==> src/logic/oeuc_regs.svh <==
// Register offsets, reset values and field positions of the output event update block.
// Assumes an 8-bit register port and eight general outputs.
// Functional notes
// - Output 5 has 8-bit alert mask; set bit n enables channel n; resets to channel 4.
// - Output 6 has 8-bit alert mask; set bits enable, cleared bits block channels.
// - Output 7 has 8-bit alert mask; reset value selects channel 6.
// - Channels 0-3 hold 2-bit zero-cross codes; upper bit rising level, lower falling.
// - Code 01 follows inverted zero-cross signal; code 10 follows it directly.
// - Code 00 drives low on both edges; code 11 drives high on both edges.
// - Zero-cross level taken only while that output's zero-cross enable bit is set.
// - Alert update happens only while that output's alert update enable bit is set.
`ifndef OEUC_REGS_SVH
`define OEUC_REGS_SVH

// Register offsets
`define OEUC_ADDR_OUT5_MASK   8'hcd
`define OEUC_ADDR_OUT6_MASK   8'hcf
`define OEUC_ADDR_OUT7_MASK   8'hd1
`define OEUC_ADDR_ZC_CODES    8'he3
`define OEUC_ADDR_ZC_EN       8'he7
`define OEUC_ADDR_TRIG_EN     8'he9
`define OEUC_ADDR_TRIG_VAL    8'heb
`define OEUC_ADDR_OUT_LEVELS  8'hf0

// Reset values
`define OEUC_RST_OUT5_MASK    8'h10
`define OEUC_RST_OUT6_MASK    8'h80
`define OEUC_RST_OUT7_MASK    8'h40
`define OEUC_RST_ZERO         8'h00

// Channels that carry a zero-cross code, and outputs that carry an alert mask
`define OEUC_ZC_CHANS         8'h0f
`define OEUC_TRIG_CHANS       8'he0
`define OEUC_FIRST_MASK_CHAN  5

// Code field layout
`define OEUC_CODE_W           2
`define OEUC_CODE_RISE_BIT    1
`define OEUC_CODE_FALL_BIT    0
`define OEUC_CODE_LOW         2'h0
`define OEUC_CODE_INV         2'h1
`define OEUC_CODE_FOLLOW      2'h2
`define OEUC_CODE_HIGH        2'h3

`endif

==> src/logic/oeuc_pkg.sv <==
// Types shared by the output event update block.
// Assumes the constants header is included by users of the offsets.
`default_nettype none
package oeuc_pkg;
	typedef logic [7:0] oeuc_byte_t;
	typedef logic [1:0] oeuc_code_t;

	// One register port request
	typedef struct packed {
		oeuc_byte_t addr;
		oeuc_byte_t wdata;
		logic       wr;
		logic       rd;
	} oeuc_bus_s;
endpackage
`default_nettype wire

==> src/logic/oeuc_chan.sv <==
// One general output: launches levels on alert hits and on zero-cross edges.
// Assumes all inputs are synchronous to clk.
`timescale 1ns/1ps
`default_nettype none
`include "oeuc_regs.svh"
module oeuc_chan (
	input  wire logic             clk,
	input  wire logic             rst,
	input  wire logic             zc_en,
	input  wire oeuc_pkg::oeuc_code_t code,
	input  wire logic             zc_now,
	input  wire logic             trig_en,
	input  wire logic             trig_hit,
	input  wire logic             trig_level,
	output logic                  level_q
);
	import oeuc_pkg::*;

	logic zc_prev_q;
	logic zc_ok_q;
	logic zc_rise;
	logic zc_fall;

	// Previous zero-cross sample; first sample after reset is not an edge
	always_ff @(posedge clk) begin
		if (rst) begin
			zc_prev_q <= 1'b0;
			zc_ok_q   <= 1'b0;
		end else begin
			zc_prev_q <= zc_now;
			zc_ok_q   <= 1'b1;
		end
	end

	assign zc_rise = zc_ok_q & zc_now & ~zc_prev_q;
	assign zc_fall = zc_ok_q & ~zc_now & zc_prev_q;

	// Launched level; alert update wins over a coincident edge
	always_ff @(posedge clk) begin
		if (rst) begin
			level_q <= 1'b0;
		end else if (trig_en && trig_hit) begin
			level_q <= trig_level;
		end else if (zc_en && zc_rise) begin
			level_q <= code[`OEUC_CODE_RISE_BIT];
		end else if (zc_en && zc_fall) begin
			level_q <= code[`OEUC_CODE_FALL_BIT];
		end
	end
endmodule
`default_nettype wire

==> src/logic/oeuc_top.sv <==
// Top of the output event update block: register port, per-output masks and codes.
// Assumes synchronous inputs, one clock and a strobe-based register port.
//
// Strobed register access was left to the implementer.
`timescale 1ns/1ps
`default_nettype none
`include "oeuc_regs.svh"
module oeuc_top (
	input  wire logic                  clk,
	input  wire logic                  rst,
	input  wire oeuc_pkg::oeuc_bus_s   bus,
	output logic [7:0]                 rdata_q,
	input  wire logic [7:0]            alert_flags,
	input  wire logic [7:0]            zero_cross_signal,
	output logic [7:0]                 general_output
);
	import oeuc_pkg::*;

	oeuc_byte_t out5_mask_q;
	oeuc_byte_t out6_mask_q;
	oeuc_byte_t out7_mask_q;
	oeuc_byte_t zc_codes_q;
	oeuc_byte_t zc_en_q;
	oeuc_byte_t trig_en_q;
	oeuc_byte_t trig_val_q;
	oeuc_byte_t rdata_d;
	oeuc_byte_t chan_mask [8];
	oeuc_code_t chan_code [8];
	logic [7:0] chan_hit;
	logic [7:0] chan_zc_en;
	logic [7:0] chan_trig_en;

	// Outputs that own a zero-cross code, and outputs that own an alert mask
	localparam oeuc_byte_t zc_chan_set   = `OEUC_ZC_CHANS;
	localparam oeuc_byte_t trig_chan_set = `OEUC_TRIG_CHANS;

	// Alert mask of output 5
	always_ff @(posedge clk) begin
		if (rst) begin
			out5_mask_q <= `OEUC_RST_OUT5_MASK;
		end else if (bus.wr && bus.addr == `OEUC_ADDR_OUT5_MASK) begin
			out5_mask_q <= bus.wdata;
		end
	end

	// Alert mask of output 6
	always_ff @(posedge clk) begin
		if (rst) begin
			out6_mask_q <= `OEUC_RST_OUT6_MASK;
		end else if (bus.wr && bus.addr == `OEUC_ADDR_OUT6_MASK) begin
			out6_mask_q <= bus.wdata;
		end
	end

	// Alert mask of output 7
	always_ff @(posedge clk) begin
		if (rst) begin
			out7_mask_q <= `OEUC_RST_OUT7_MASK;
		end else if (bus.wr && bus.addr == `OEUC_ADDR_OUT7_MASK) begin
			out7_mask_q <= bus.wdata;
		end
	end

	// Zero-cross codes of channels 0 to 3
	always_ff @(posedge clk) begin
		if (rst) begin
			zc_codes_q <= `OEUC_RST_ZERO;
		end else if (bus.wr && bus.addr == `OEUC_ADDR_ZC_CODES) begin
			zc_codes_q <= bus.wdata;
		end
	end

	// Zero-cross update enables
	always_ff @(posedge clk) begin
		if (rst) begin
			zc_en_q <= `OEUC_RST_ZERO;
		end else if (bus.wr && bus.addr == `OEUC_ADDR_ZC_EN) begin
			zc_en_q <= bus.wdata;
		end
	end

	// Alert update enables
	always_ff @(posedge clk) begin
		if (rst) begin
			trig_en_q <= `OEUC_RST_ZERO;
		end else if (bus.wr && bus.addr == `OEUC_ADDR_TRIG_EN) begin
			trig_en_q <= bus.wdata;
		end
	end

	// Levels launched on an alert update
	always_ff @(posedge clk) begin
		if (rst) begin
			trig_val_q <= `OEUC_RST_ZERO;
		end else if (bus.wr && bus.addr == `OEUC_ADDR_TRIG_VAL) begin
			trig_val_q <= bus.wdata;
		end
	end

	// Read mux; unmapped offsets read zero
	always_comb begin
		unique case (bus.addr)
			`OEUC_ADDR_OUT5_MASK:  rdata_d = out5_mask_q;
			`OEUC_ADDR_OUT6_MASK:  rdata_d = out6_mask_q;
			`OEUC_ADDR_OUT7_MASK:  rdata_d = out7_mask_q;
			`OEUC_ADDR_ZC_CODES:   rdata_d = zc_codes_q;
			`OEUC_ADDR_ZC_EN:      rdata_d = zc_en_q;
			`OEUC_ADDR_TRIG_EN:    rdata_d = trig_en_q;
			`OEUC_ADDR_TRIG_VAL:   rdata_d = trig_val_q;
			`OEUC_ADDR_OUT_LEVELS: rdata_d = general_output;
			default:               rdata_d = `OEUC_RST_ZERO;
		endcase
	end

	// Read data stand only in the cycle after the read strobe
	always_ff @(posedge clk) begin
		if (rst) begin
			rdata_q <= `OEUC_RST_ZERO;
		end else if (bus.rd) begin
			rdata_q <= rdata_d;
		end else begin
			rdata_q <= `OEUC_RST_ZERO;
		end
	end

	// Per-output mask and code selection, one instance per output
	genvar i;
	generate
		for (i = 0; i < 8; i++) begin : g_chan
			if (i == `OEUC_FIRST_MASK_CHAN) begin : g_m5
				assign chan_mask[i] = out5_mask_q;
			end else if (i == `OEUC_FIRST_MASK_CHAN + 1) begin : g_m6
				assign chan_mask[i] = out6_mask_q;
			end else if (i == `OEUC_FIRST_MASK_CHAN + 2) begin : g_m7
				assign chan_mask[i] = out7_mask_q;
			end else begin : g_m0
				assign chan_mask[i] = `OEUC_RST_ZERO;
			end
			if (i < 4) begin : g_code
				assign chan_code[i] = zc_codes_q[`OEUC_CODE_W*i +: `OEUC_CODE_W];
			end else begin : g_nocode
				assign chan_code[i] = `OEUC_CODE_LOW;
			end
			assign chan_hit[i]     = |(alert_flags & chan_mask[i]);
			assign chan_zc_en[i]   = zc_en_q[i] & zc_chan_set[i];
			assign chan_trig_en[i] = trig_en_q[i] & trig_chan_set[i];

			oeuc_chan u_chan (
				.clk        (clk),
				.rst        (rst),
				.zc_en      (chan_zc_en[i]),
				.code       (chan_code[i]),
				.zc_now     (zero_cross_signal[i]),
				.trig_en    (chan_trig_en[i]),
				.trig_hit   (chan_hit[i]),
				.trig_level (trig_val_q[i]),
				.level_q    (general_output[i])
			);
		end
	endgenerate

	// Helper edge detection for the checks below
	logic [7:0] chk_prev_q;
	logic       chk_ok_q;
	logic [7:0] chk_edge;

	always_ff @(posedge clk) begin
		if (rst) begin
			chk_prev_q <= `OEUC_RST_ZERO;
			chk_ok_q   <= 1'b0;
		end else begin
			chk_prev_q <= zero_cross_signal;
			chk_ok_q   <= 1'b1;
		end
	end

	assign chk_edge = {8{chk_ok_q}} & (zero_cross_signal ^ chk_prev_q);

	chk_mask5_reset: assert property (@(posedge clk) rst |=> out5_mask_q == `OEUC_RST_OUT5_MASK)
		else $error("output 5 mask reset value wrong");

	chk_mask5_launch: assert property (@(posedge clk) disable iff (rst)
		(trig_en_q[5] && (alert_flags & out5_mask_q) != 8'h00)
		|=> general_output[5] == $past(trig_val_q[5]))
		else $error("output 5 missed a selected alert");

	chk_mask5_block: assert property (@(posedge clk) disable iff (rst)
		!(trig_en_q[5] && (alert_flags & out5_mask_q) != `OEUC_RST_ZERO)
		|=> $stable(general_output[5]))
		else $error("output 5 changed without an enabled alert");

	chk_mask6_reset: assert property (@(posedge clk) rst |=> out6_mask_q == `OEUC_RST_OUT6_MASK)
		else $error("output 6 mask reset value wrong");

	chk_mask6_launch: assert property (@(posedge clk) disable iff (rst)
		(trig_en_q[6] && (alert_flags & out6_mask_q) != `OEUC_RST_ZERO)
		|=> general_output[6] == $past(trig_val_q[6]))
		else $error("output 6 missed a selected alert");

	chk_mask6_block: assert property (@(posedge clk) disable iff (rst)
		((alert_flags & out6_mask_q) == 8'h00) |=> $stable(general_output[6]))
		else $error("output 6 changed without a selected alert");

	chk_mask7_reset: assert property (@(posedge clk) rst |=> out7_mask_q == `OEUC_RST_OUT7_MASK)
		else $error("output 7 mask reset value wrong");

	chk_mask7_launch: assert property (@(posedge clk) disable iff (rst)
		(trig_en_q[7] && (alert_flags & out7_mask_q) != `OEUC_RST_ZERO)
		|=> general_output[7] == $past(trig_val_q[7]))
		else $error("output 7 missed a selected alert");

	chk_mask7_block: assert property (@(posedge clk) disable iff (rst)
		((alert_flags & out7_mask_q) == `OEUC_RST_ZERO) |=> $stable(general_output[7]))
		else $error("output 7 changed without a selected alert");

	chk_codes_reset: assert property (@(posedge clk) rst |=> zc_codes_q == `OEUC_RST_ZERO)
		else $error("zero-cross codes reset value wrong");

	chk_code_rise: assert property (@(posedge clk) disable iff (rst)
		(zc_en_q[0] && chk_edge[0] && zero_cross_signal[0])
		|=> general_output[0] == $past(zc_codes_q[`OEUC_CODE_RISE_BIT]))
		else $error("channel 0 rising edge level wrong");

	chk_code_fall: assert property (@(posedge clk) disable iff (rst)
		(zc_en_q[0] && chk_edge[0] && !zero_cross_signal[0])
		|=> general_output[0] == $past(zc_codes_q[`OEUC_CODE_FALL_BIT]))
		else $error("channel 0 falling edge level wrong");

	chk_code_follow: assert property (@(posedge clk) disable iff (rst)
		(zc_en_q[1] && zc_codes_q[3:2] == `OEUC_CODE_FOLLOW && chk_edge[1])
		|=> general_output[1] == $past(zero_cross_signal[1]))
		else $error("channel 1 does not follow zero-cross");

	chk_code_invert: assert property (@(posedge clk) disable iff (rst)
		(zc_en_q[1] && zc_codes_q[3:2] == `OEUC_CODE_INV && chk_edge[1])
		|=> general_output[1] == !$past(zero_cross_signal[1]))
		else $error("channel 1 does not follow inverted zero-cross");

	chk_code_high: assert property (@(posedge clk) disable iff (rst)
		(zc_en_q[2] && zc_codes_q[5:4] == `OEUC_CODE_HIGH && chk_edge[2]) |=> general_output[2])
		else $error("channel 2 not high after edge");

	chk_code_low: assert property (@(posedge clk) disable iff (rst)
		(zc_en_q[3] && zc_codes_q[7:6] == `OEUC_CODE_LOW && chk_edge[3]) |=> !general_output[3])
		else $error("channel 3 not low after edge");

	chk_enables_reset: assert property (@(posedge clk) rst |=> (zc_en_q | trig_en_q) == `OEUC_RST_ZERO)
		else $error("update enables reset value wrong");

	chk_zc_disabled: assert property (@(posedge clk) disable iff (rst)
		!zc_en_q[0] |=> $stable(general_output[0]))
		else $error("channel 0 changed with zero-cross update off");

	chk_trig_disabled: assert property (@(posedge clk) disable iff (rst)
		!trig_en_q[7] |=> $stable(general_output[7]))
		else $error("output 7 changed with alert update off");

	chk_out4_low: assert property (@(posedge clk) disable iff (rst)
		general_output[4] == 1'b0)
		else $error("output 4 left its low level");

	chk_level_hold: assert property (@(posedge clk) disable iff (rst)
		!chk_edge[2] ##1 !chk_edge[2] |-> $stable(general_output[2]))
		else $error("channel 2 level not held between edges");

	chk_low_hold: assert property (@(posedge clk) disable iff (rst)
		chk_edge[3:0] == 4'h0 |=> $stable(general_output[3:0]))
		else $error("zero-cross outputs changed without an edge");

	chk_read_slot: assert property (@(posedge clk) disable iff (rst)
		!bus.rd |=> rdata_q == 8'h00)
		else $error("read data outside its slot");
endmodule
`default_nettype wire

==> config.mk <==
export PLATFORM = sky130hd
export DESIGN_NAME = oeuc_top
export DESIGN_NICKNAME = d
export VERILOG_FILES = /design/src/logic/oeuc_pkg.sv /design/src/logic/oeuc_chan.sv /design/src/logic/oeuc_top.sv
export VERILOG_INCLUDE_DIRS = /design/src /design/src/logic
export SDC_FILE = /design/constraint.sdc
export NUM_CORES = 1
export LEC_CHECK = 0
export BUFFER_PORTS_ARGS = -buffer_cell sky130_fd_sc_hd__buf_2
export CORE_MARGIN = 5
export CORE_UTILIZATION = 24
export DETAILED_ROUTE_END_ITERATION = 8
export RECOVER_POWER = 50
export SKIP_LAST_GASP = 1
export SYNTH_ARGS = -nofsm -noshare
export SYNTH_HDL_FRONTEND = slang
export SYNTH_SLANG_ARGS = --single-unit
==> constraint.sdc <==
create_clock -name clk -period 2.5 [get_ports clk]
set_input_delay 0.5 -clock clk [delete_from_list [all_inputs] [get_ports clk]]
set_output_delay 0.5 -clock clk [all_outputs]
set_load 0.05 [all_outputs]
==> results of run 1 <==
## cell usage after synthesis, drive strengths merged (2+ instances only)
cell type  instances  area, um2
nand2             79        297
dfxtp             76       1520
a21oi             65        325
nand3             62        310
a22oi             23        173
buf               17        106
clkbuf            14       52.6
nor2              14       55.1
nor3              11       71.3
a222oi             8       80.1
nor2b              8       50.1
a31oi              6       37.5
o211ai             5       42.5
nand4              4       40.0
o21ai              4       20.0
a22o               3       26.3
nand2b             3       18.8
nor4               3       48.8
a41oi              2       32.5
inv                2       7.51
nand4bb            2       22.5
or3b               2       20.0
## layout by cell type (no fill, tap or decap), types with 2 or more instances in the layout
cell type / synthesis / final
inv_1: 2 / 2
nand2b_1: 3 / 3
nand2_1: 79 / 79
a22o_1: 3 / 3
buf_2: 7 / 31
dfxtp_1: 76 / 76
nand3_1: 62 / 62
a21oi_1: 65 / 65
buf_4: 9 / 9
clkinv_2: 0 / 5
a31oi_1: 6 / 6
a22oi_1: 23 / 23
clkbuf_16: 0 / 9
nand4bb_1: 2 / 2
nor2b_1: 8 / 8
a41oi_2: 2 / 2
nor3_1: 9 / 9
nor4_4: 2 / 2
o211ai_1: 4 / 4
o21ai_0: 4 / 4
nand4_1: 3 / 4
a222oi_1: 8 / 8
clkbuf_1: 14 / 16
nor2_1: 13 / 14
## worst paths after layout
kind,cells after the start,to
setup / recovery,6,rdata_q[4]
hold / removal,2,g_chan[0].u_chan.zc_prev_q
setup reg to reg,5,g_chan[5].u_chan.level_q
hold reg to reg,2,zc_en_q[4]
## stage by stage
step / util [%] / cells
after floorplan: - / 424
after global placement: 27.3 / 629
after detailed placement: 27.3 / 629
after CTS: 29.3 / 645
after global routing: 29.0 / 645
final: 29.0 / 645
## flip-flops by register name, indices dropped and copies added (netlist names)
| register | flops |
|---|---|
| out5_mask_q | 8 |
| out6_mask_q | 8 |
| out7_mask_q | 8 |
| rdata_q | 8 |
| trig_en_q | 8 |
| trig_val_q | 8 |
| zc_codes_q | 8 |
| zc_en_q | 8 |
| g_chan.u_chan.level_q | 7 |
| g_chan.u_chan.zc_prev_q | 4 |
| g_chan.u_chan.zc_ok_q | 1 |
## cell type report
cell class	instances	area [um2]
timing repair buffer	56	284
clock inverter	6	55.1
sequential	76	1520
tap	180	225
fill	1505	9930
clock buffer	10	229
inverter	3	11.3
multi-input combinational	314	1730
## per-layer routing
metal  track usage, %  vias up
met1             17.3     1589
met5                0        -
met2             19.2      135
li1                 -     1619
met4             3.48        0
met3             3.03       14
## power by group
| part | internal (mW) | total (mW) | switching (mW) |
|---|---|---|---|
| Sequential | 1.22 | 1.22 | 0.00506 |
| Clock | 0.764 | 1.25 | 0.488 |
| Combinational | 0.0388 | 0.136 | 0.0970 |
| Total | 2.02 | 2.61 | 0.590 |
## logic make-up (layout without fill, tap and decap cells)
logic type	count (synthesis)	in the layout	share of synthesized area, %
compound gates	121	121	22.7
buf+inv	34	75	4.94
flops	76	76	44.2
other cells	1	1	0.109
simple gates	192	192	28.1
## worst max-delay path, stage by stage
cell	delay (ps)
buf_2	130
nand4_1	370
nor2_1	550
a211o_1	180
o211ai_2	230
a31oi_1	270
==> summary.txt, run 1 <==
Outcome
  – Outcome: completed

Flow run
  – Max Cap Violations: 0

Drt
  – Metal-1 WL: about 4700 um
  – Final wirelength: between 10,000 and 15,000 um
  – WL/cell: 16.3 um
  – Max Used Layer: met4
  – DR WL met2: roughly 4800 um
  – Initial DRC Count: 386
  – Drt first pass iters: 5
  – Met3 Wirelength: a little over 900 um
  – Via/cell ratio: about 5.2
  – Total vias in the final route: between 3,000 and 4,000
  – Antenna Nets Post-Route: 0
  – Remaining routing DRC violations: 0

Synth
  – EDFF count, synth: 0
  – Ys async rst share: 0%
  – Syn nets: 460
  – Yosys warns: 0
  – Avg Cell Area, Syn: slightly above 8 um2
  – Seq cells post-synth: 76
  – Post-synth cell types: 42
  – Post-synthesis sequential area ratio: 44.2%
  – Mapped Cells: 424
  – Primary FF master, synth: dfxtp_1
  – Netlist Area Pre-Place: 3440 um2

Clock network
  – Clock Sink Count: 76
  – Reg clk slew, reported paths: about 60 ps
  – Max clock buf depth: 2
  – Resize count post-CTS: 0
  – CTS tree: built
  – CTS root buf: clkbuf_16
  – # Post-CTS Setup Buffers: 0
  – Clock Latency Late Sink: approximately 330 ps
  – # hold bufs at CTS: 0
  – Deepest level of the CTS H-tree: 3
  – Inserted Clock Buffers: 9

Timing
  – Layout Skew: between 6 and 7 ps
  – Final hold slack: around 420 ps
  – Final setup viols: 0
  – Setup TNS: 0 ps
  – Final Cycle Share: between 70% and 80%
  – Slew Limit Headroom: around 17%
  – Max Fclk: roughly 500 MHz
  – Worst Tran Pin Value: roughly 1200 ps
  – Setup ws final: between 500 and 600 ps
  – Hold Vio Cnt, Final: 0
  – Max Transition Viols Final: 0
  – RSZ-0062 raised after global routing: no
  – Min Clock Period, post-route: around 2000 ps

Power
  – Final Power: 2.61 mW
  – PwrDens: 643 nW/um2
  – Pleak: between 1 and 1.5 nW
  – VDD IR max: 0.000307 V

Placed design
  – Placed instance area: around 3800 um2
  – Worst slack at placement: between 300 and 400 ps
  – Routability congestion estimate: about 0.89
  – Hpwl dp: between 7000 and 8000 um
  – Port Buffers: 46

Cells and area
  – Layout cells sized above 1: approximately 14%
  – Ant diodes: 0
  – # nets final: 496
  – P&R area growth vs syn: 17.9%
  – Design area: a little over 4000 um2

Setup path
  – Crit-path max FO: 8
  – Reg2Reg Setup Slack: 1310 ps
  – Worst flop-to-flop path startpoint: out5_mask_q[0]
  – CP Launch Type: input pin
  – CP Data Arrival Time: ~2200 ps
  – Crit path capture type: flop
  – Crit path from: bus[10]
  – WP data required: 2740 ps
  – CP Class: input pin to flop

Floorplanning
  – Die W: ~130 um
  – Core Rows: 43
  – Die area: around 17,000 um2
  – Io pins: 52
  – Initial core utilization: approximately 25%
  – Die H: approximately 130 um
  – Core Box Area: roughly 14,000 um2

GRT
  – Maximum number of pins on one net before global-route repair: between 60 and 70
  – Grt ovf: 0
  – GRT Total Usage: between 10% and 20%
  – First-pass GRT wire length: about 17,000 um
  – Vias in the first global route: roughly 3,200
  – Antenna violations before repair: 0

Min path
  – Worst Hold Class: input pin to flop
  – Hold Crit Start: zero_cross_signal[0]
Note: power is estimated with default switching activity, not from simulation.
==> inputs of run 2 (changes only) <==
--- a/config.mk
+++ b/config.mk
@@ -6,6 +6,7 @@
 export SDC_FILE = /design/constraint.sdc
 export NUM_CORES = 1
 export LEC_CHECK = 0
+export ABC_AREA = 1
 export BUFFER_PORTS_ARGS = -buffer_cell sky130_fd_sc_hd__buf_2
 export CORE_MARGIN = 5
 export CORE_UTILIZATION = 24
==> constraint.sdc (replaced) <==
create_clock -name clk -period 2 [get_ports clk]
set_input_delay 0.4 -clock clk [delete_from_list [all_inputs] [get_ports clk]]
set_output_delay 0.4 -clock clk [all_outputs]
set_load 0.05 [all_outputs]
==> run 2 against run 1 <==
Compared with the run above: clock power up 21%; largest power group is now sequential cells; total power up 24%; via count up 7.8%; first-iteration DRC count down 29%; design area up 10%.
==> summary.txt, run 2 <==
Outcome
  – Outcome: completed (unchanged)

Drt
  – Via/cell ratio: 4.39 (was 5.20)
  – Remaining routing DRC violations: 0 (unchanged)
  – Drt first pass iters: 5 (unchanged)
  – Total vias in the final route: 3,618 (was 3,357)
  – Initial DRC Count: 275 (was 386)
  – Antenna Nets Post-Route: 0 (unchanged)
  – WL/cell: 13.9 um (was 16.3 um)
  – Final wirelength: 11,500 um (was 10,500 um)

Power
  – VDD IR max: 0.000389 V (was 0.000307 V)
  – PwrDens: 721 nW/um2 (was 643 nW/um2)
  – Pleak: 1.83 nW (was 1.27 nW)

Setup path
  – Critical path buffer and inverter count: 1 (unchanged)
  – CP max stage delay: 500 ps (was 550 ps)
  – Crit-path max FO: 3 (was 8)
  – CP Launch Type: flop (was input pin)
  – WP data required: 1600 ps (was 2740 ps)
  – Crit path max-delay family: buffers and inverters (was simple AND/OR/NAND/NOR gates)
  – CP Class: flop to primary output (was input pin to flop)
  – Slowest stage cell, crit path: clkbuf_1 (was nor2_1)
  – CP Data Arrival Time: 1240 ps (was 2230 ps)
  – Crit path capture type: primary output (was flop)
  – Critical-path cell list: clkbuf_1 (was buf_2 > nand4_1 > nor2_1 > a211o_1 > o211ai_2 > a31oi_1)

Synth
  – Ys async rst share: 0% (unchanged)
  – Yosys warns: 0 (unchanged)
  – EDFF count, synth: 0 (unchanged)
  – Seq cells post-synth: 76 (unchanged)
  – Netlist Area Pre-Place: 3810 um2 (was 3440 um2)
  – Avg Cell Area, Syn: 6.80 um2 (was 8.12 um2)
  – Largest area contributor in the netlist: dfxtp_1 (unchanged)
  – Synth top area share: 39.9% (was 44.2%)
  – Most frequent cell after synthesis: nand2_1 (unchanged)
  – Post-synthesis sequential area ratio: 39.9% (was 44.2%)
  – Post-synth cell types: 24 (was 42)
  – Ranking of synthesized cells by area: dfxtp_1, nand2_1, nand3_1 (was dfxtp_1, a21oi_1, nand3_1)
  – Primary FF master, synth: dfxtp_1 (unchanged)
  – Synth top cells by count: nand2_1, inv_1, dfxtp_1, nand3_1, o21ai_0 (was nand2_1, dfxtp_1, a21oi_1, nand3_1, a22oi_1)
  – Mapped Cells: 561 (was 424)
  – Syn nets: 597 (was 460)

Timing
  – Final Cycle Share: 81.8%
  – RSZ-0062 raised after global routing: no (unchanged)
  – Setup ws final: 365 ps (was 508 ps)
  – Hold Vio Cnt, Final: 0 (unchanged)
  – Max Transition Viols Final: 0 (unchanged)
  – Min Clock Period, post-route: 1640 ps
  – Layout Skew: 6.17 ps (was 6.65 ps)
  – Setup TNS: 0 ps (unchanged)
  – Final hold slack: 297 ps (was 425 ps)
  – Final setup viols: 0 (unchanged)
  – Max Fclk: between 600 and 700 MHz
  – Worst Tran Pin Value: 993 ps (was 1240 ps)
  – Slew Limit Headroom: 33.8% (was 17.2%)

Floorplanning
  – Io pins: 52 (unchanged)
  – Die H: 136 um (was 130 um)
  – Initial core utilization: 24.3% (was 24.6%)
  – Die area: 18,500 um2 (was 16,800 um2)
  – Core Rows: 46 (was 43)
  – Die W: 136 um (was 130 um)
  – Core Box Area: 15,700 um2 (was 14,000 um2)

GRT
  – First-pass GRT wire length: 18,400 um (was 16,700 um)
  – Grt ovf: 0 (unchanged)
  – Antenna violations before repair: 1 (was 0)
  – Vias in the first global route: 3,344 (was 3,181)
  – Maximum number of pins on one net before global-route repair: 37 (was 61)
  – GRT Total Usage: 12.9% (was 12.4%)

Clock network
  – Inserted Clock Buffers: 9 (unchanged)
  – CTS tree: built (unchanged)
  – Resize count post-CTS: 0 (unchanged)
  – Deepest level of the CTS H-tree: 3 (unchanged)
  – # Post-CTS Setup Buffers: 0 (unchanged)
  – Reg clk slew, reported paths: 50 ps (was 60 ps)
  – CTS root buf: clkbuf_16 (unchanged)
  – # hold bufs at CTS: 0 (unchanged)
  – Clock Latency Late Sink: 340 ps (was 330 ps)
  – Max clock buf depth: 2 (unchanged)
  – Clock Sink Count: 76 (unchanged)

Cells and area
  – Final Core Density: 28.5% (was 29.0%)
  – Most frequent cells in the layout: nand2_1, inv_1, dfxtp_1, nand3_1, o21ai_0 (was nand2_1, dfxtp_1, a21oi_1, nand3_1, buf_2)
  – # nets final: 641 (was 496)
  – Commonest non-fill, non-tap cell in the layout: nand2_1 (unchanged)
  – Fin cells: 825 (was 645)
  – P&R area growth vs syn: 17.6% (was 17.9%)
  – Ant diodes: 0 (unchanged)
  – Layout cells sized above 1: 12.5% (was 14.0%)

Placed design
  – Port Buffers: 46 (unchanged)
  – Routability congestion estimate: 0.857 (was 0.890)
  – Worst slack at placement: 127 ps (was 327 ps)
  – Placed cell count: 810 (was 629)
  – Hpwl dp: 8580 um (was 7670 um)

Flow run
  – Max Cap Violations: 0 (unchanged)

Min path
  – Worst Hold Class: input pin to flop (unchanged)
==> run 2: cell types whose count changed after synthesis, sizes merged, moves of 8 or more <==
cell and delta:
nand2 +27, a21oi -18, nor2 +46, a222oi -8, nand3 +11, a211oi +8
a22oi -23, nor2b -8, clkbuf -9, buf +8, inv +82, o21ai +58
==> run 2: per-stage QoR <==
stage                     area, um2  power [mW]
final                          4480        3.23
after global routing           4480        3.36
after CTS                      4540        3.26
after detailed placement       4270        1.77
after global placement         4270        1.76
after floorplan                3810        1.66
==> run 2: logic make-up after synthesis <==
group	Yosys count	synth area share, %
simple gates	247	28.9
compound gates	123	18.0
other cells	1	0.0984
buf+inv	114	13.0
flops	76	39.9
==> run 2: routing by layer <==
metal	GRT usage, %	part of all wire (%)	routed length [um]	vias up
li1	-	-	-	1893
met1	17.7	48	5570	1624
met2	20.3	45	5170	82
met3	3.74	4.9	560	17
met4	2.80	1.7	196	2
met5	0	0.096	11	-
==> run 2: final timing paths <==
check                           depth (start not counted)                      from  slack [ps]                         end
worst min register to register                          2             trig_val_q[3]         440               trig_val_q[3]
worst max-delay path                                    1  g_chan[1].u_chan.level_q         360           general_output[1]
worst min-delay path                                    3      zero_cross_signal[0]         300  g_chan[0].u_chan.zc_prev_q
worst max register to register                          7            out6_mask_q[0]         850    g_chan[6].u_chan.level_q
==> run 2: worst reg2reg max path, delay by kind of cell, from the launching register on <==
family / cells / cell delay [ps]
AND/OR/NAND/NOR: 5 / 420
flip-flops: 1 / 330
AO/OA/AOI/OAI: 1 / 250
buffers and inverters: 1 / 50
==> run 2: report_power, final <==
group,internal (mW),total (mW),switching [mW]
logic,0.0583,0.201,0.143
clock network,0.865,1.51,0.641
registers,1.52,1.53,0.00516
==> run 2: area by class of cell <==
type	instances	area [um2]
clock buffer	11	243
fill	1768	11200
timing repair buffer	63	337
multi-input combinational	371	1770
inverter	84	315
sequential	76	1520
tap	216	270
clock inverter	4	26.3
